--- config.mk ---
export PLATFORM = sky130hd
export DESIGN_NAME = metering_register_access
export DESIGN_NICKNAME = d
export VERILOG_FILES = /design/src/hw/meter_pkg.sv /design/src/hw/metering_register_access.sv /design/src/hw/serial_shifter.sv
export SDC_FILE = /design/constraint.sdc
export NUM_CORES = 2
export LEC_CHECK = 0
export BUFFER_PORTS_ARGS = -buffer_cell sky130_fd_sc_hd__buf_4
export CAP_MARGIN = 10
export CORE_MARGIN = 3
export CORE_UTILIZATION = 40
export DETAILED_ROUTE_END_ITERATION = 10
export PLACE_DENSITY_LB_ADDON = 0.05
export SYNTH_ARGS = -nofsm -noshare
export SYNTH_HDL_FRONTEND = slang
export SYNTH_SLANG_ARGS = --single-unit
export TNS_END_PERCENT = 100
--- constraint.sdc ---
create_clock -name i_mclk -period 8.4 [get_ports i_mclk]
set_input_delay 0.42 -clock i_mclk [delete_from_list [all_inputs] [get_ports i_mclk]]
set_output_delay 0.42 -clock i_mclk [all_outputs]
set_load 0.005 [all_outputs]
--- src/hw/meter_pkg.sv ---
// constants, types and helper functions for the metering register access block
// assumes one 40 MHz clock domain; serial pins arrive already synchronous to it
// Functional notes
// - 8-bit write-only command register, never read back
// - command byte precedes every data transfer
// - command bits 5..0 address target register
// - command bit 7 high means write follows
// - command bit 7 low means read follows
// - address 01h: 24-bit active energy, not cleared
// - active accumulator holds 88 s full scale
// - active mode bits 7..3 choose input combination
// - address 02h: active energy, cleared after read
// - address 03h: active energy over half cycles
// - active mode bits 2..0 choose line combination
// - address 04h: apparent energy, mode bits 7..3
// - address 05h: apparent energy, cleared after read
// - address 06h: line apparent energy, bits 2..0
// - address 07h: 15-bit period, channel by mode
// - address 08h: 8-bit latest temperature result
// - address 09h: 24-bit waveform sample register
// - waveform mode bits 2..0 pick input
// - read captures whole register at once
// - data MSB byte first, right justified
// - register 13h sets half cycle span
package meter_pkg;

    // register addresses
    localparam logic [5:0] ADDR_RESERVED    = 6'h00;
    localparam logic [5:0] ADDR_ACT_ENERGY  = 6'h01;
    localparam logic [5:0] ADDR_ACT_CLEAR   = 6'h02;
    localparam logic [5:0] ADDR_LINE_ACT    = 6'h03;
    localparam logic [5:0] ADDR_APP_ENERGY  = 6'h04;
    localparam logic [5:0] ADDR_APP_CLEAR   = 6'h05;
    localparam logic [5:0] ADDR_LINE_APP    = 6'h06;
    localparam logic [5:0] ADDR_PERIOD      = 6'h07;
    localparam logic [5:0] ADDR_TEMP        = 6'h08;
    localparam logic [5:0] ADDR_WAVE        = 6'h09;
    localparam logic [5:0] ADDR_MEAS_MODE   = 6'h0B;
    localparam logic [5:0] ADDR_WAVE_MODE   = 6'h0C;
    localparam logic [5:0] ADDR_ACT_MODE    = 6'h0D;
    localparam logic [5:0] ADDR_APP_MODE    = 6'h0E;
    localparam logic [5:0] ADDR_HALF_CYCLES = 6'h13;

    // command byte fields
    localparam int CMD_WRITE_BIT = 7;
    localparam int CMD_ADDR_MSB  = 5;

    // reset values
    localparam logic [7:0]  MEAS_MODE_RST   = 8'h70;
    localparam logic [7:0]  WAVE_MODE_RST   = 8'h00;
    localparam logic [7:0]  ACT_MODE_RST    = 8'h3F;
    localparam logic [7:0]  APP_MODE_RST    = 8'h3F;
    localparam logic [15:0] HALF_CYCLES_RST = 16'hFFFF;
    localparam logic [23:0] RESULT_RST      = 24'h000000;
    localparam logic [31:0] ACC_RST         = 32'h00000000;

    // widths; 8 guard bits below the visible 24 give the 88 s headroom
    localparam int ENERGY_W      = 24;
    localparam int ACC_W         = 32;
    localparam int ACC_FRAC_BITS = 8;
    localparam int POWER_W       = 16;
    localparam int PERIOD_W      = 15;
    localparam int TEMP_W        = 8;
    localparam int SAMPLE_W      = 24;

    typedef struct packed {
        logic signed [POWER_W-1:0] a;
        logic signed [POWER_W-1:0] b;
        logic signed [POWER_W-1:0] c;
    } phase_power_t;

    typedef struct packed {
        logic [PERIOD_W-1:0] a;
        logic [PERIOD_W-1:0] b;
        logic [PERIOD_W-1:0] c;
    } phase_period_t;

    typedef logic [5:0][SAMPLE_W-1:0] adc_set_t;

    typedef struct packed {
        logic cs_n;
        logic sclk;
        logic din;
    } serial_pins_t;

    typedef enum logic [1:0] {ST_CMD, ST_WRITE, ST_READ} xfer_state_t;

    // bytes on the wire for each address; unmapped reads give one zero byte
    function automatic logic [1:0] reg_bytes(input logic [5:0] addr);
        case (addr)
            ADDR_ACT_ENERGY, ADDR_ACT_CLEAR, ADDR_LINE_ACT, ADDR_APP_ENERGY,
            ADDR_APP_CLEAR, ADDR_LINE_APP, ADDR_WAVE:  reg_bytes = 2'd3;
            ADDR_PERIOD, ADDR_HALF_CYCLES:             reg_bytes = 2'd2;
            default:                                   reg_bytes = 2'd1;
        endcase
    endfunction : reg_bytes

    function automatic logic reg_writable(input logic [5:0] addr);
        reg_writable = (addr == ADDR_MEAS_MODE) || (addr == ADDR_WAVE_MODE) || (addr == ADDR_ACT_MODE) ||
                       (addr == ADDR_APP_MODE) || (addr == ADDR_HALF_CYCLES);
    endfunction : reg_writable

    // sel[2:0] enable phases a,b,c; sel[4:3]==01 subtracts phase b
    function automatic logic signed [ACC_W-1:0] combine(input phase_power_t p, input logic [4:0] sel);
        logic signed [ACC_W-1:0] sum;
        sum = '0;
        if (sel[0]) sum = sum + ACC_W'(p.a);
        if (sel[1]) sum = (sel[4:3] == 2'b01) ? sum - ACC_W'(p.b) : sum + ACC_W'(p.b);
        if (sel[2]) sum = sum + ACC_W'(p.c);
        combine = sum;
    endfunction : combine

endpackage : meter_pkg

--- src/hw/metering_register_access.sv ---
// register access front end and result registers of the energy metering core
// assumes measurement samples and strobes come from the datapath on i_mclk
`timescale 1ns/10ps
`default_nettype none
module metering_register_access
    import meter_pkg::*;
(
    input  wire logic          i_mclk,
    input  wire logic          i_rst_n,
    input  wire serial_pins_t  i_serial,
    output logic               o_dout,
    output logic               o_dout_oe,
    input  wire logic          i_power_valid,
    input  wire phase_power_t  i_active_power,
    input  wire phase_power_t  i_apparent_power,
    input  wire logic          i_half_cycle,
    input  wire logic          i_period_valid,
    input  wire phase_period_t i_period,
    input  wire logic          i_temp_valid,
    input  wire logic [7:0]    i_temperature,
    input  wire logic          i_sample_valid,
    input  wire adc_set_t      i_adc_samples,
    output logic               o_line_cycle_done
);

    xfer_state_t state_reg;
    logic [7:0]  cmd_reg;
    logic [1:0]  byte_cnt_reg;
    logic [15:0] wr_data_reg;
    logic [23:0] snap_reg;
    logic [7:0]  meas_mode_reg;
    logic [7:0]  wave_mode_reg;
    logic [7:0]  act_mode_reg;
    logic [7:0]  app_mode_reg;
    logic [15:0] half_cycles_reg;
    logic [31:0] act_acc_reg;
    logic [31:0] app_acc_reg;
    logic [31:0] line_act_acc_reg;
    logic [31:0] line_app_acc_reg;
    logic [23:0] line_act_reg;
    logic [23:0] line_app_reg;
    logic [15:0] half_cnt_reg;
    logic [14:0] period_reg;
    logic [7:0]  temp_reg;
    logic [23:0] wave_reg;

    logic [7:0]  rx_byte;
    logic        rx_done;
    logic [5:0]  rx_addr;
    logic [5:0]  cur_addr;
    logic        last_byte;
    logic        wr_commit;
    logic        rd_done;
    logic        line_done;
    logic [23:0] wr_word;
    logic [23:0] read_value;
    logic [31:0] act_inc;
    logic [31:0] app_inc;
    logic [31:0] line_act_inc;
    logic [31:0] line_app_inc;

    serial_shifter u_shifter (
        .i_mclk     (i_mclk),
        .i_rst_n    (i_rst_n),
        .i_pins     (i_serial),
        .i_tx_load  (state_reg == ST_CMD && rx_done && !rx_byte[CMD_WRITE_BIT]),
        .i_tx_word  (read_value),
        .i_tx_bytes (reg_bytes(rx_addr)),
        .i_tx_en    (state_reg == ST_READ),
        .o_rx_byte  (rx_byte),
        .o_rx_done  (rx_done),
        .o_dout     (o_dout),
        .o_dout_oe  (o_dout_oe)
    );

    // transfer qualifiers
    assign rx_addr   = rx_byte[CMD_ADDR_MSB:0];
    assign cur_addr  = cmd_reg[CMD_ADDR_MSB:0];
    assign last_byte = (byte_cnt_reg == reg_bytes(cur_addr) - 2'd1);
    assign wr_commit = (state_reg == ST_WRITE) && rx_done && last_byte;
    assign rd_done   = (state_reg == ST_READ) && rx_done && last_byte;
    assign wr_word   = {wr_data_reg, rx_byte};

    // readback mux; the command register has no address and never reads back
    always_comb begin
        case (rx_addr)
            ADDR_ACT_ENERGY, ADDR_ACT_CLEAR: read_value = act_acc_reg[ACC_W-1:ACC_FRAC_BITS];
            ADDR_LINE_ACT:    read_value = line_act_reg;
            ADDR_APP_ENERGY, ADDR_APP_CLEAR: read_value = app_acc_reg[ACC_W-1:ACC_FRAC_BITS];
            ADDR_LINE_APP:    read_value = line_app_reg;
            ADDR_PERIOD:      read_value = {9'h000, period_reg};
            ADDR_TEMP:        read_value = {16'h0000, temp_reg};
            ADDR_WAVE:        read_value = wave_reg;
            ADDR_MEAS_MODE:   read_value = {16'h0000, meas_mode_reg};
            ADDR_WAVE_MODE:   read_value = {16'h0000, wave_mode_reg};
            ADDR_ACT_MODE:    read_value = {16'h0000, act_mode_reg};
            ADDR_APP_MODE:    read_value = {16'h0000, app_mode_reg};
            ADDR_HALF_CYCLES: read_value = {8'h00, half_cycles_reg};
            default:          read_value = RESULT_RST;
        endcase
    end

    // command / data sequencing; chip select high returns to command mode
    always_ff @(posedge i_mclk) begin
        if (!i_rst_n || i_serial.cs_n) begin
            state_reg    <= ST_CMD;
            byte_cnt_reg <= 2'd0;
            wr_data_reg  <= 16'h0000;
            if (!i_rst_n) cmd_reg <= 8'h00;
        end else begin
            case (state_reg)
                ST_CMD: begin
                    if (rx_done) begin
                        cmd_reg      <= rx_byte;
                        byte_cnt_reg <= 2'd0;
                        state_reg    <= rx_byte[CMD_WRITE_BIT] ? ST_WRITE : ST_READ;
                    end
                end
                ST_WRITE: begin
                    if (rx_done) begin
                        wr_data_reg  <= {wr_data_reg[7:0], rx_byte};
                        byte_cnt_reg <= byte_cnt_reg + 2'd1;
                        if (last_byte) state_reg <= ST_CMD;
                    end
                end
                ST_READ: begin
                    if (rx_done) begin
                        byte_cnt_reg <= byte_cnt_reg + 2'd1;
                        if (last_byte) state_reg <= ST_CMD;
                    end
                end
                default: state_reg <= ST_CMD;
            endcase
        end
    end

    // whole register frozen when the read command lands
    always_ff @(posedge i_mclk) begin
        if (!i_rst_n)                               snap_reg <= RESULT_RST;
        else if (state_reg == ST_CMD && rx_done)    snap_reg <= read_value;
    end

    // writable settings; other addresses ignore writes
    always_ff @(posedge i_mclk) begin
        if (!i_rst_n) begin
            meas_mode_reg   <= MEAS_MODE_RST;
            wave_mode_reg   <= WAVE_MODE_RST;
            act_mode_reg    <= ACT_MODE_RST;
            app_mode_reg    <= APP_MODE_RST;
            half_cycles_reg <= HALF_CYCLES_RST;
        end else if (wr_commit && reg_writable(cur_addr)) begin
            case (cur_addr)
                ADDR_MEAS_MODE:   meas_mode_reg   <= wr_word[7:0];
                ADDR_WAVE_MODE:   wave_mode_reg   <= wr_word[7:0];
                ADDR_ACT_MODE:    act_mode_reg    <= wr_word[7:0];
                ADDR_APP_MODE:    app_mode_reg    <= wr_word[7:0];
                ADDR_HALF_CYCLES: half_cycles_reg <= wr_word[15:0];
                default:          half_cycles_reg <= half_cycles_reg;
            endcase
        end
    end

    // per-sample energy increments chosen by the mode settings
    always_comb begin
        act_inc      = i_power_valid ? combine(i_active_power, act_mode_reg[7:3]) : ACC_RST;
        app_inc      = i_power_valid ? combine(i_apparent_power, app_mode_reg[7:3]) : ACC_RST;
        line_act_inc = i_power_valid ? combine(i_active_power, {2'b00, act_mode_reg[2:0]}) : ACC_RST;
        line_app_inc = i_power_valid ? combine(i_apparent_power, {2'b00, app_mode_reg[2:0]}) : ACC_RST;
    end

    // total accumulators; guard bits give the overflow headroom
    always_ff @(posedge i_mclk) begin
        if (!i_rst_n) begin
            act_acc_reg <= ACC_RST;
            app_acc_reg <= ACC_RST;
        end else begin
            if (rd_done && cur_addr == ADDR_ACT_CLEAR)
                act_acc_reg <= act_acc_reg - {snap_reg, 8'h00} + act_inc;
            else
                act_acc_reg <= act_acc_reg + act_inc;
            if (rd_done && cur_addr == ADDR_APP_CLEAR)
                app_acc_reg <= app_acc_reg - {snap_reg, 8'h00} + app_inc;
            else
                app_acc_reg <= app_acc_reg + app_inc;
        end
    end

    // half cycle window; zero behaves as one
    assign line_done = i_half_cycle && ({1'b0, half_cnt_reg} + 17'h00001 >= {1'b0, half_cycles_reg});

    // line-cycle accumulation and latch at the end of each window
    always_ff @(posedge i_mclk) begin
        if (!i_rst_n) begin
            half_cnt_reg      <= 16'h0000;
            line_act_acc_reg  <= ACC_RST;
            line_app_acc_reg  <= ACC_RST;
            line_act_reg      <= RESULT_RST;
            line_app_reg      <= RESULT_RST;
            o_line_cycle_done <= 1'b0;
        end else begin
            o_line_cycle_done <= line_done;
            if (line_done) begin
                half_cnt_reg     <= 16'h0000;
                line_act_reg     <= line_act_acc_reg[ACC_W-1:ACC_FRAC_BITS];
                line_app_reg     <= line_app_acc_reg[ACC_W-1:ACC_FRAC_BITS];
                line_act_acc_reg <= line_act_inc;
                line_app_acc_reg <= line_app_inc;
            end else begin
                if (i_half_cycle) half_cnt_reg <= half_cnt_reg + 16'h0001;
                line_act_acc_reg <= line_act_acc_reg + line_act_inc;
                line_app_acc_reg <= line_app_acc_reg + line_app_inc;
            end
        end
    end

    // period, temperature and waveform captures
    always_ff @(posedge i_mclk) begin
        if (!i_rst_n) begin
            period_reg <= 15'h0000;
            temp_reg   <= 8'h00;
            wave_reg   <= RESULT_RST;
        end else begin
            if (i_period_valid) begin
                case (meas_mode_reg[1:0])
                    2'd1:    period_reg <= i_period.b;
                    2'd2:    period_reg <= i_period.c;
                    default: period_reg <= i_period.a;
                endcase
            end
            if (i_temp_valid) temp_reg <= i_temperature;
            if (i_sample_valid && wave_mode_reg[2:0] < 3'd6)
                wave_reg <= i_adc_samples[wave_mode_reg[2:0]];
        end
    end
endmodule : metering_register_access
`default_nettype wire

--- src/hw/serial_shifter.sv ---
// serial byte shifter: samples din on sclk falls, drives dout on sclk rises
// assumes sclk, din and cs_n are synchronous to i_mclk and far slower than it
`timescale 1ns/10ps
`default_nettype none
module serial_shifter
    import meter_pkg::*;
(
    input  wire logic          i_mclk,
    input  wire logic          i_rst_n,
    input  wire serial_pins_t  i_pins,
    input  wire logic          i_tx_load,
    input  wire logic [23:0]   i_tx_word,
    input  wire logic [1:0]    i_tx_bytes,
    input  wire logic          i_tx_en,
    output logic [7:0]         o_rx_byte,
    output logic               o_rx_done,
    output logic               o_dout,
    output logic               o_dout_oe
);
    logic        sclk_d_reg;
    logic [6:0]  rx_shift_reg;
    logic [2:0]  bit_cnt_reg;
    logic [23:0] tx_reg;
    logic        sclk_rise;
    logic        sclk_fall;

    // edge detection on the sampled serial clock
    always_ff @(posedge i_mclk) begin
        if (!i_rst_n) sclk_d_reg <= 1'b0;
        else          sclk_d_reg <= i_pins.sclk;
    end
    assign sclk_rise = i_pins.sclk && !sclk_d_reg;
    assign sclk_fall = !i_pins.sclk && sclk_d_reg;

    // receive; chip select high drops a partial byte
    always_ff @(posedge i_mclk) begin
        if (!i_rst_n || i_pins.cs_n) begin
            rx_shift_reg <= 7'h00;
            bit_cnt_reg  <= 3'h0;
            o_rx_done    <= 1'b0;
            o_rx_byte    <= 8'h00;
        end else begin
            o_rx_done <= 1'b0;
            if (sclk_fall) begin
                rx_shift_reg <= {rx_shift_reg[5:0], i_pins.din};
                bit_cnt_reg  <= bit_cnt_reg + 3'h1;
                if (bit_cnt_reg == 3'h7) begin
                    o_rx_done <= 1'b1;
                    o_rx_byte <= {rx_shift_reg, i_pins.din};
                end
            end
        end
    end

    // transmit, most significant byte first with the word right justified
    always_ff @(posedge i_mclk) begin
        if (!i_rst_n) begin
            tx_reg    <= 24'h000000;
            o_dout    <= 1'b0;
            o_dout_oe <= 1'b0;
        end else if (i_tx_load) begin
            case (i_tx_bytes)
                2'd1:    tx_reg <= {i_tx_word[7:0], 16'h0000};
                2'd2:    tx_reg <= {i_tx_word[15:0], 8'h00};
                default: tx_reg <= i_tx_word;
            endcase
        end else if (!i_tx_en || i_pins.cs_n) begin
            o_dout_oe <= 1'b0;
        end else if (sclk_rise) begin
            o_dout    <= tx_reg[23];
            tx_reg    <= {tx_reg[22:0], 1'b0};
            o_dout_oe <= 1'b1;
        end
    end
endmodule : serial_shifter
`default_nettype wire
==> results.md <==
- DIE HEIGHT: ~330 µm
- I/O Buffers: 305
- Area growth syn-to-layout: 18.06%
- Buf/Inv on CP: 4
- Worst Hold Class: in2reg
- Placer Congestion: around 0.96
- Worst-Margin Slew: about 1.2 ns
- Setup_tns: 0 ns
- Slowest CP cell: fa_1
- Final Max Slew Viols: 0
- Sequential fraction of the synthesis area: about 18%
- Setup Skew: 0.02066 ns
- Largest net degree at the start of global routing: 89
- Placement Setup Slack: -0.2072 ns
- Rows: around 120
- CTS hold repair buffers: 0
- Yosys cell types: between 100 and 150
- Mapped Cells: 5654
- Crit-path leading delay family: compound AO/OA/AOI/OAI gates
- Reg2reg setup slack: between 0.3 and 0.4 ns
- GRT Total Usage: between 20% and 30%
- CP required: just under 9 ns
- Initial DRC count: 3030
- Min Tclk post-route: approximately 8.1 ns
- TritonCTS buffer count: 47
- Worst flop-to-flop path endpoint: app_acc_reg[29]
- Vias per cell: between 5 and 6
- Cell Area, Synth: about 43000 µm²
- DRC viols: 0
- Core ar.: between 100000 and 150000 µm²
- Share of layout cells above drive strength 1: 15.46%
- CTS tree: done
- Fillcell total: about 11000
- H-tree depth reported by CTS: 2
- Leading area contributor after synthesis: dfxtp_1
- Status: finished clean
- Register bit total from synthesis: 380
- Detail Placement HPWL: between 100 and 150 mm
- Leakage power: 23.79 nW
- Die Area: about 110000 µm²
- Nets: 6936
- CTS Buffer Depth: 3
- TritonCTS Sinks: 380
- Skew-Pair Late Insertion Delay: 0.62 ns
- Max_cap viols: 0
- Critical path data arrival time: between 8 and 9 ns
- Vias: 42862
- Cell repeated most along the worst path: a21o_1
- Routed Antenna Nets: 0
- Avg Cell Area, Syn: between 7 and 8 µm²
- Final period utilization: 96.11%
- CP max FO: 5
- First-pass GRT wire length: 242.4 mm
- Post-synth EDFFs: 6
- PwrDens: between 200 and 300 nW/µm²
- Peak supply drop: a little under 0.0002 V
- Vias in the first global route: just over 40000
- Die Width: 332.5 µm
- Initial core utilization: slightly above 40%
- Reg clk slew, reported paths: 0.06 ns
- Final WS setup: 0.3266 ns
- Grt ovf: 0
- Crit path capture type: flop
- Max_slew headroom: between 20 and 25%
- Peak Freq: roughly 120 MHz
- Hold endpoint: temp_reg[1]
- Yosys top cell area share: ~18%
- Fin. Hold Viols: 0
- WL final: 158.6 mm
- Drt first pass iters: 7
- Initial antenna violation count: 3
- Max incr delay on CP: approximately 0.43 ns
- Ys Warns: 0
- Syn Nets: approximately 6500
- Layout Utilization: between 40% and 50%
- Worst r2r src: app_mode_reg[6]
- Worst reg2reg path depth: 38
- Ys async rst share: 0%
- Setup CP Type: reg2reg
- Area contributors post-synth: dfxtp_1 18%, ha_1 14%, a21oi_1 6.1%
- Worst Min Path Start: i_temperature[1]
- Worst hold path depth: 3
- Synth Flop Type: dfxtp_1
- WL/cell: 21.05 µm
- Top-level I/O count: 306
- Clk root buf: clkbuf_16
- Setup Viol. Count Final: 0
- Crit path launch type: flop
-- synthesized netlist by cell type, types with 17 or more instances --
master / count
mux2_2: 61
or2_2: 20
nand3_1: 112
a31o_2: 17
a21oi_1: 522
a22oi_1: 108
xor2_1: 151
nand2_1: 584
a21o_1: 232
a211o_1: 18
mux2i_1: 101
buf_2: 21
xnor2_1: 204
nor2_1: 483
o22ai_1: 19
buf_1: 27
nor3_1: 101
inv_1: 393
mux4_2: 24
nand2b_1: 99
o211ai_1: 79
o21bai_1: 45
and2_1: 80
or3_1: 40
o211a_1: 21
nand3b_1: 21
clkbuf_1: 201
nor2b_1: 74
a31oi_1: 43
a21boi_0: 17
o21ai_0: 261
ha_1: 464
a211oi_1: 109
a22o_1: 21
dfxtp_1: 374
nand4_1: 42
fa_1: 60
o21a_1: 70
a222oi_1: 20
and3_1: 46
o31ai_1: 30
-- kinds of logic after synthesis --
logic type / synth area share [%]
compound gates: 27.73
fa+ha+maj: 16.43
xor+xnor: 7.344
simple gates: 19.52
mux: 5.249
buf+inv: 5.748
flops: 17.98
-- layer usage --
layer,up-vias,part of all wire [%],GRT usage (%)
met4,2,3.6,8.836
met3,227,5.1,3.140
met1,20352,45,37.08
met5,-,0.0082,0
li1,21251,-,-
met2,1030,46,46.08
-- through the flow --
stage                     hold slack [ns]  instance area, µm²  instances  power, W
after global routing              0.02646               50350       7536   0.01479
after CTS                        0.009446               49950       7523   0.01346
after global placement             0.4388               48350       7439   0.01117
after detailed placement           0.4447               48350       7439   0.01119
final                             0.04206               50350       7536   0.01364
after floorplan                    0.4316               42650       5654  0.008607
-- power breakdown --
part           switching (W)  internal [W]  total [W]
clock network       0.000911       0.00126    0.00218
logic                0.00492       0.00416    0.00908
registers           0.000297       0.00208    0.00238
total                0.00613       0.00751     0.0136
-- worst register-to-register path: cells and delay by family, from the launching register on --
kind | cells | cell delay (ns)
multiplexers | 1 | 0.27
buffers and inverters | 4 | 0.52
XOR/XNOR | 2 | 0.28
adder cells (fa/ha/maj) | 4 | 1.21
AO/OA/AOI/OAI | 16 | 3.11
flip-flops | 1 | 0.40
AND/OR/NAND/NOR | 11 | 2.16
-- timing repair --
item / 4_1_cts / 5_1_grt
pin swaps: 0 / 28
cloned: 0 / 0
resized for setup: 1 / 77
endpoints found under the setup margin: 2 / 21
setup buffers: 0 / 11
-- area by class of cell --
| cell class | instances | area, µm² | area share (%) |
|---|---|---|---|
| timing repair buffer | 655 | 4975 | 9.880 |
| antenna | 1 | 2.502 | 0.004970 |
| inverter | 397 | 1498 | 2.975 |
| tap | 1391 | 1740 | 3.457 |
| clock inverter | 25 | 320.3 | 0.6362 |
| sequential | 380 | 7686 | 15.27 |
| clock buffer | 59 | 1271 | 2.525 |
| multi-input combinational | 4628 | 32860 | 65.26 |
-- layout by cell type, fill, tap and decap left out, drive strengths merged, types with 18 or more instances in the layout --
master / n
a222oi: 20
a31oi: 43
o21ai: 271
a22o: 22
o211a: 21
and3: 50
o211ai: 82
nor3: 103
or3: 40
nand4: 42
or2: 20
xnor2: 204
a21oi: 524
a211o: 18
nor2b: 74
nand3: 112
mux2: 61
nor2: 484
and2: 80
xor2: 151
nand2: 585
o21a: 70
o31ai: 30
fa: 60
a21boi: 18
clkbuf: 59
nand2b: 99
nand3b: 21
a211oi: 109
buf: 655
o22ai: 20
dfxtp: 374
mux2i: 101
inv: 399
a21o: 233
a31o: 18
mux4: 24
a22oi: 108
o21bai: 45
ha: 464
-- worst max-delay path by stage --
stage                             from         endpoint  slack (ns)  depth (start not counted)
floorplan           i_active_power[17]  act_acc_reg[31]        0.62                         36
global route           app_mode_reg[6]  app_acc_reg[29]       -0.03                         41
CTS                    app_mode_reg[6]  app_acc_reg[31]      0.0007                         39
finish                 app_mode_reg[6]  app_acc_reg[29]        0.33                         38
detailed placement  i_active_power[17]  act_acc_reg[31]       -0.21                         36
global placement    i_active_power[17]  act_acc_reg[31]       -0.19                         36
Note: power is estimated with default switching activity, not from simulation.
